## src/accel_power_regs.vh

```
// Purpose: constants for the power and operating-mode register bank
// Assumes: 8-bit registers on a 6-bit byte address, 125 MHz system clock
// Notes:   offsets are byte addresses of the register port
`ifndef ACCEL_POWER_REGS_VH
`define ACCEL_POWER_REGS_VH

`define ADDR_W                6
`define DATA_W                8

`define MOTION_CFG_OFFSET     6'h27
`define IRQ_MAP_ONE_OFFSET    6'h2a
`define IRQ_MAP_TWO_OFFSET    6'h2b
`define POWER_MODE_OFFSET     6'h2d
`define FORCE_CHECK_OFFSET    6'h2e

`define POWER_MODE_RESET      8'h00
`define FORCE_CHECK_RESET     8'h00
`define MOTION_CFG_RESET      8'h00
`define IRQ_MAP_RESET         8'h00
`define UNMAPPED_READ         8'h00

// power_mode_control fields
`define EXT_TIMEBASE_BIT      6
`define NOISE_HI              5
`define NOISE_LO              4
`define WATCH_BIT             3
`define AUTO_SLEEP_BIT        2
`define RUN_HI                1
`define RUN_LO                0
`define RUN_RUN_STATE_SELECT           2'h2
`define RUN_STANDBY           2'h0
`define NOISE_NORMAL          2'h0

// force_check_control fields
`define TEST_FORCE_BIT        0

// motion_detect_config link/loop field
`define LINK_LOOP_HI          5
`define LINK_LOOP_LO          4

// interrupt map fields
`define MAP_ACTIVE_LOW_BIT    7
`define MAP_AWAKE_BIT         6
`define MAP_INACT_BIT         5
`define MAP_ACT_BIT           4

// timing: internal oscillator tick period and wake-up mode rate divider
`define CLK_PERIOD_NS         8
`define INT_TICK_PERIOD_NS    1000
`define INT_TICK_CYCLES       (`INT_TICK_PERIOD_NS / `CLK_PERIOD_NS)
`define WATCH_RATE_DIV        16

`endif

```

## src/timebase_select.v

```verilog
// Purpose: picks the block timebase from an internal divider or an outside clock pin
// Assumes: outside clock is much slower than CLK
// Notes:   pin passes three flops; a rising edge counts once stages two and three agree
`timescale 1ns/1ps
`default_nettype none
`include "accel_power_regs.vh"

module timebase_select (
  input  wire clk,
  input  wire srst,
  input  wire ext_select,
  input  wire pin_in,
  output reg  tick
);

  reg        sync_a_reg;
  reg        sync_b_reg;
  reg        sync_c_reg;
  reg        level_reg;
  reg [15:0] div_reg;

  // last divider count, cut to the counter width on purpose
  localparam [31:0] TICK_LAST = `INT_TICK_CYCLES - 1;
  wire div_wrap = (div_reg == TICK_LAST[15:0]);

  always @(posedge clk) begin
    if (srst) begin
      sync_a_reg <= 1'b0;
      sync_b_reg <= 1'b0;
      sync_c_reg <= 1'b0;
      level_reg  <= 1'b0;
      div_reg    <= 16'h0000;
      tick       <= 1'b0;
    end else begin
      sync_a_reg <= pin_in;
      sync_b_reg <= sync_a_reg;
      sync_c_reg <= sync_b_reg;
      if (sync_b_reg == sync_c_reg) begin
        level_reg <= sync_c_reg;
      end
      div_reg <= div_wrap ? 16'h0000 : div_reg + 16'h0001;
      if (ext_select) begin
        // every timing tick follows the outside clock
        tick <= (sync_b_reg == sync_c_reg) && sync_c_reg && !level_reg;
      end else begin
        tick <= div_wrap;
      end
    end
  end

endmodule // timebase_select
`default_nettype wire

```

## src/accel_power_mode_control.v

```verilog
// Purpose: power and operating-mode register bank with awake state and pin drive
// Assumes: activity and inactivity pulses come from detector logic on CLK
// Notes:   register port answers reads one cycle later; never stalls
// Contract
// - external timebase bit 6 moves all timing to the clock on pin one
// - noise field [5:4]: 00 normal, 01 low, 10 ultralow, 11 reserved
// - wake-up bit 3 set runs the device at the low wake-up rate
// - auto sleep bit 2 ignored unless linked or loop motion detection
// - effective auto sleep enters wake-up mode on inactivity by itself
// - run field [1:0]: 00 standby, 10 measurement, others reserved
// - power control at 0x2D resets to 0x00: standby, normal, internal clock
// - self-test bit 0 applies test force to all three axes together
// - self-test register at 0x2E resets 0x00, bits [7:1] plain storage
// - awake state keeps driving mapped pin with no host traffic; pin one is released instead while external timebase bit 6 is set
// - map bit 6 routes awake to pin, bit 7 makes pin active low
`timescale 1ns/1ps
`default_nettype none
`include "accel_power_regs.vh"

module accel_power_mode_control (
  input  wire       CLK,
  input  wire       SRST,
  input  wire [5:0] ADDR,
  input  wire [7:0] WDATA,
  input  wire       WR,
  input  wire       RD,
  output reg  [7:0] RDATA,
  input  wire       ACTIVITY_EVENT,
  input  wire       INACTIVITY_EVENT,
  input  wire       IRQ_PIN_ONE_IN,
  output reg        IRQ_PIN_ONE_OUT,
  output reg        IRQ_PIN_ONE_OE,
  output reg        IRQ_PIN_TWO_OUT,
  output reg        IRQ_PIN_TWO_OE,
  output reg        SAMPLE_STROBE,
  output reg  [1:0] NOISE_MODE,
  output reg        RUN_ACTIVE,
  output reg        WATCH_ACTIVE,
  output reg        TEST_FORCE,
  output reg        AWAKE
);

  reg  [7:0] power_mode_control_reg;
  reg  [7:0] force_check_control_reg;
  reg  [7:0] motion_detect_config_reg;
  reg  [7:0] irq_map_one_reg;
  reg  [7:0] irq_map_two_reg;
  reg        awake_reg;
  reg        awake_next;
  reg  [4:0] watch_div_reg;
  reg  [7:0] read_next;
  wire       base_tick;

  // last wake-up divider count, cut to the counter width on purpose
  localparam [31:0] WATCH_LAST = `WATCH_RATE_DIV - 1;

  // pin level for one interrupt map: awake, inactivity, activity, polarity
  function pin_level;
    input [7:0] map;
    input       awake_state;
    input       inact;
    input       act;
    reg         any;
    begin
      any = (map[`MAP_AWAKE_BIT] & awake_state) |
            (map[`MAP_INACT_BIT] & inact) |
            (map[`MAP_ACT_BIT] & act);
      pin_level = map[`MAP_ACTIVE_LOW_BIT] ? ~any : any;
    end
  endfunction

  // a pin with nothing mapped is left undriven
  function pin_mapped;
    input [7:0] map;
    begin
      pin_mapped = |map[`MAP_AWAKE_BIT:`MAP_ACT_BIT];
    end
  endfunction

  wire measuring  = (power_mode_control_reg[`RUN_HI:`RUN_LO] == `RUN_RUN_STATE_SELECT);
  wire link_loop  = motion_detect_config_reg[`LINK_LOOP_LO];
  // auto sleep only counts in linked or loop detection
  wire sleep_eff  = power_mode_control_reg[`AUTO_SLEEP_BIT] & link_loop;
  // host-set wake-up bit, or auto sleep after inactivity
  wire watch_eff  = power_mode_control_reg[`WATCH_BIT] | (sleep_eff & ~awake_reg);
  wire ext_timing = power_mode_control_reg[`EXT_TIMEBASE_BIT];

  timebase_select u_timebase (
    .clk        (CLK),
    .srst       (SRST),
    .ext_select (ext_timing),
    .pin_in     (IRQ_PIN_ONE_IN),
    .tick       (base_tick)
  );

  // register writes
  always @(posedge CLK) begin
    if (SRST) begin
      power_mode_control_reg   <= `POWER_MODE_RESET;
      force_check_control_reg  <= `FORCE_CHECK_RESET;
      motion_detect_config_reg <= `MOTION_CFG_RESET;
      irq_map_one_reg          <= `IRQ_MAP_RESET;
      irq_map_two_reg          <= `IRQ_MAP_RESET;
    end else if (WR) begin
      case (ADDR)
        `POWER_MODE_OFFSET: begin
          // reserved codes are stored as written; behaviour then undefined
          power_mode_control_reg <= WDATA;
        end
        `FORCE_CHECK_OFFSET: begin
          force_check_control_reg <= WDATA;
        end
        `MOTION_CFG_OFFSET: begin
          motion_detect_config_reg <= WDATA;
        end
        `IRQ_MAP_ONE_OFFSET: begin
          irq_map_one_reg <= WDATA;
        end
        `IRQ_MAP_TWO_OFFSET: begin
          irq_map_two_reg <= WDATA;
        end
        default: begin
          power_mode_control_reg <= power_mode_control_reg;
        end
      endcase
    end
  end

  // read mux, answered the cycle after the strobe
  always @* begin
    case (ADDR)
      `POWER_MODE_OFFSET:  read_next = power_mode_control_reg;
      `FORCE_CHECK_OFFSET: read_next = force_check_control_reg;
      `MOTION_CFG_OFFSET:  read_next = motion_detect_config_reg;
      `IRQ_MAP_ONE_OFFSET: read_next = irq_map_one_reg;
      `IRQ_MAP_TWO_OFFSET: read_next = irq_map_two_reg;
      default:             read_next = `UNMAPPED_READ;
    endcase
  end

  always @(posedge CLK) begin
    if (SRST) begin
      RDATA <= 8'h00;
    end else if (RD) begin
      RDATA <= read_next;
    end else begin
      RDATA <= 8'h00;
    end
  end

  // awake state: activity wins over inactivity in the same cycle
  always @* begin
    awake_next = awake_reg;
    if (!measuring || !link_loop) begin
      awake_next = 1'b1;
    end else if (ACTIVITY_EVENT) begin
      awake_next = 1'b1;
    end else if (INACTIVITY_EVENT) begin
      awake_next = 1'b0;
    end
  end

  always @(posedge CLK) begin
    if (SRST) begin
      awake_reg <= 1'b1;
    end else begin
      awake_reg <= awake_next;
    end
  end

  // sample strobe: every base tick, or every nth in wake-up mode
  always @(posedge CLK) begin
    if (SRST) begin
      watch_div_reg <= 5'h00;
      SAMPLE_STROBE <= 1'b0;
    end else begin
      SAMPLE_STROBE <= 1'b0;
      if (!measuring) begin
        watch_div_reg <= 5'h00;
      end else if (base_tick) begin
        if (!watch_eff) begin
          watch_div_reg <= 5'h00;
          SAMPLE_STROBE <= 1'b1;
        end else if (watch_div_reg == WATCH_LAST[4:0]) begin
          watch_div_reg <= 5'h00;
          SAMPLE_STROBE <= 1'b1;
        end else begin
          watch_div_reg <= watch_div_reg + 5'h01;
        end
      end
    end
  end

  // registered status and pin outputs
  always @(posedge CLK) begin
    if (SRST) begin
      NOISE_MODE      <= `NOISE_NORMAL;
      RUN_ACTIVE      <= 1'b0;
      WATCH_ACTIVE    <= 1'b0;
      TEST_FORCE      <= 1'b0;
      AWAKE           <= 1'b1;
      IRQ_PIN_ONE_OUT <= 1'b0;
      IRQ_PIN_ONE_OE  <= 1'b0;
      IRQ_PIN_TWO_OUT <= 1'b0;
      IRQ_PIN_TWO_OE  <= 1'b0;
    end else begin
      NOISE_MODE   <= power_mode_control_reg[`NOISE_HI:`NOISE_LO];
      RUN_ACTIVE   <= measuring;
      WATCH_ACTIVE <= measuring & watch_eff;
      TEST_FORCE   <= force_check_control_reg[`TEST_FORCE_BIT];
      AWAKE        <= awake_reg;
      // pin one is an input while it carries the outside clock
      IRQ_PIN_ONE_OE  <= pin_mapped(irq_map_one_reg) & ~ext_timing;
      IRQ_PIN_ONE_OUT <= pin_level(irq_map_one_reg, awake_reg,
                                   INACTIVITY_EVENT, ACTIVITY_EVENT);
      // driven continuously from state, no host traffic needed
      IRQ_PIN_TWO_OE  <= pin_mapped(irq_map_two_reg);
      IRQ_PIN_TWO_OUT <= pin_level(irq_map_two_reg, awake_reg,
                                   INACTIVITY_EVENT, ACTIVITY_EVENT);
    end
  end

endmodule // accel_power_mode_control
`default_nettype wire

```

## config.mk

```make
export PLATFORM = sky130hd
export DESIGN_NAME = accel_power_mode_control
export DESIGN_NICKNAME = d
export VERILOG_FILES = /design/src/timebase_select.v /design/src/accel_power_mode_control.v
export VERILOG_INCLUDE_DIRS = /design/src
export SDC_FILE = /design/constraint.sdc
export NUM_CORES = 1
export LEC_CHECK = 0
export BUFFER_PORTS_ARGS = -buffer_cell sky130_fd_sc_hd__buf_2
export CORE_MARGIN = 3
export CORE_UTILIZATION = 50
export DETAILED_ROUTE_END_ITERATION = 10
export PLACE_DENSITY = 0.7
export SYNTH_ARGS = -nofsm -noshare
export SYNTH_HDL_FRONTEND = slang
export SYNTH_SLANG_ARGS = --single-unit
```

## constraint.sdc

```tcl
create_clock -name CLK -period 2.5 [get_ports CLK]
set_clock_uncertainty 0.15 [all_clocks]
set_input_delay 0.5 -clock CLK [delete_from_list [all_inputs] [get_ports CLK]]
set_output_delay 0.5 -clock CLK [all_outputs]
set_load 0.02 [all_outputs]
```

==> impl_metrics.py <==
metrics = {
    "grt": {
        "track_usage_pct": 20.6,
        "grt_pass1_wl_um": 12600,
        "grt_overflow_total": 0,
        "grt_pass1_vias": 2602,
        "antenna_found_initial": 0,
        "grt_start_max_net_pins": 55,
    },
    "synthesis": {
        "synth_top_flop_cell": "dfxtp_1",
        "async_flop_share_pct": 0,
        "synth_seq_cells": 86,
        "ys_seq_area_share_pct": 49.8,
        "synth_top_area_cell": "dfxtp_1",
        "synth_top_cell_area_share_pct": 49.8,
        "yosysWarnings": 0,
        "synthCells": 379,
        "synthesis.area_um2": 3460,
        "synth_edf_count": 0,
        "synthTopCellsByCount": "86 x dfxtp_1, 43 x nor2_1, 36 x a21oi_1, 36 x nand3_1, 33 x nand2_1",
        "synth.avg_cell_area_um2": 9.12,
        "ys_types": 43,
        "synthTopCellsByArea": "dfxtp_1 50%, a21oi_1 5.2%, mux2i_1 5.2%, nand3_1 5.2%, nor2_1 4.7%",
        "yosysMostFrequentCell": "dfxtp_1",
        "synth_fp_nets": 404,
    },
    "drt": {
        "met2_length_um": 3400,
        "drt_wl_total_um": 7740,
        "viasPerCell": 5.73,
        "drtAntennaViolNets": 0,
        "route.met3.wl_um": 410,
        "drt-met1-wl_um": 3810,
        "vias": 2854,
        "dr.max_layer_used": "met4",
        "first_pass_iters": 5,
        "wl_per_cell_um": 15.6,
        "initialDrtViolationCount": 177,
        "route.detailed.drc": 0,
    },
    "timing": {
        "max_freq_mhz": 509,
        "relSlewSlack_pct": 63.0,
        "rsz0062_at_grt": "no",
        "period_share_pct": 78.6,
        "slew_viol_final": 0,
        "period_minus_slack_ns": 1.96,
        "final.setup.tns_ns": 0,
        "tightest_slew_ns": 0.555,
        "setup_viol": 0,
        "hold_viol": 0,
    },
    "clock_network": {
        "cts-root-buf": "clkbuf_8",
        "clock_latency_ns": 0.34,
        "hold_buffers": 0,
        "cts_buffer_depth": 2,
        "post-cts-setup-buffer-count": 0,
        "clk_pin_slew_ns": 0.08,
        "cts_buffers": 9,
        "tritoncts": "yes",
        "cts.htree.levels": 3,
        "cts_resized": 0,
        "cts.sinks": 86,
    },
    "placed_design": {
        "place_congestion": 0.770,
        "place.port_buffers": 39,
        "dpl.hpwl_um": 5250,
        "placed_cells": 482,
    },
    "worst_setup_path": {
        "cpLargestDelayFamily": "simple AND/OR/NAND/NOR gates",
        "max_stage_delay_ns": 0.54,
        "cp_cell_sequence": "or4_1 > nor4_2 > a21o_2 > nor2_1",
        "cp_num_buf_inv": 0,
        "crit_path_end_kind": "register",
        "crit_fanout": 16,
        "critPathArrivalTime_ns": 2.04,
        "slowest_stage": "or4_1",
        "critical_path_class": "register to register",
        "required_ns": 2.58,
        "regToRegSetupSlack_ns": 0.54,
        "cp-start-kind": "register",
    },
    "run_status": {
        "status": "finished clean",
    },
    "die": {
        "io-pin-count": 40,
        "chipHeight_um": 89.2,
        "die-area_um2": 7950,
        "coreArea_um2": 6530,
        "initial_utilization_pct": 52.9,
        "rows": 29,
        "die_w_um": 89.2,
    },
    "layout": {
        "seqCellArea_um2": 1720,
        "fillers": 559,
        "finalNonFillerCells": 498,
        "layout.nets": 441,
        "largest_reg_flops": 16,
        "multi_input_area_um2": 1620,
        "drive_gt1_share_pct": 16.2,
        "syn_to_final_growth_pct": 14.3,
        "diodes": 0,
    },
    "power": {
        "leakagePower_nw": 1.56,
        "vdd_drop_max_mv": 0.380,
        "powerDensity_nw_per_um2": 676,
    },
    "job": {
        "drv_cap": 0,
    },
    "hold_path": {
        "hold_class": "input port to register",
    },
}
-- cells by family after synthesis --
logic type | share of synthesized area [%]
AO/OA/AOI/OAI | 13.0
AND/OR/NAND/NOR | 22.8
multiplexers | 5.21
adder cells (fa/ha/maj) | 1.45
XOR/XNOR | 4.31
buffers and inverters | 3.40
flip-flops | 49.8
-- path summary, 6_finish.rpt --
kind                                from                     end  depth (start not counted)
setup / recovery  u_timebase.div_reg[11]  u_timebase.div_reg[14]                          4
hold / removal            IRQ_PIN_ONE_IN   u_timebase.sync_a_reg                          2
setup reg to reg  u_timebase.div_reg[11]  u_timebase.div_reg[14]                          4
hold reg to reg         watch_div_reg[4]        watch_div_reg[4]                          2
-- report_power, final --
group	internal (mW)	switching, mW	total, mW
Sequential	1.38	0.00865	1.39
Clock	0.689	0.486	1.18
Combinational	0.0366	0.0721	0.109
Total	2.10	0.567	2.67
-- placed cells by master (no fill, tap or decap), types with 2 or more instances in the layout --
cell type / count
nand4b_1: 3
mux2i_1: 18
o21ai_0: 2
and3b_1: 3
nand2b_1: 2
clkbuf_8: 10
nand3_1: 36
and4b_1: 2
or4_1: 2
buf_2: 39
inv_1: 6
a22o_1: 7
a222oi_1: 3
xor2_1: 4
nand4_1: 3
nor2b_1: 8
buf_4: 7
nand2_1: 33
nor3_1: 6
clkinv_2: 2
a21oi_1: 36
bufinv_16: 3
nor4_1: 7
a22oi_1: 15
ha_1: 4
nor2_1: 43
dfxtp_1: 86
nand3b_1: 2
xnor2_1: 13
a31o_2: 2
-- stage by stage --
step | instance area, um^2 | hold slack [ns] | util (%) | power (mW) | setup WS, ns
after floorplan | 3460 | 0.262 | - | 1.48 | 0.621
after global placement | 3710 | 0.269 | 56.7 | 1.53 | 0.356
after detailed placement | 3710 | 0.274 | 56.7 | 1.53 | 0.361
after CTS | 3950 | 0.217 | 60.5 | 2.69 | 0.541
after global routing | 3950 | 0.239 | 60.5 | 2.77 | 0.452
final | 3950 | 0.215 | 60.5 | 2.67 | 0.535
-- final cells by class --
| type | count | share of cell area [%] |
|---|---|---|
| Sequential cell | 86 | 43.6 |
| Tap cell | 77 | 2.44 |
| Inverter | 6 | 0.570 |
| Clock inverter | 6 | 2.75 |
| Multi-Input combinational cell | 267 | 40.9 |
| Clock buffer | 10 | 3.48 |
| Timing Repair Buffer | 46 | 6.27 |
-- per-layer routing --
layer | global-route usage, % | vias up
met5 | 0 | -
met4 | 8.93 | 0
met3 | 3.59 | 12
met2 | 29.7 | 82
met1 | 30.0 | 1343
li1 | - | 1417
No activity file was read; power rests on OpenSTA's default activity.
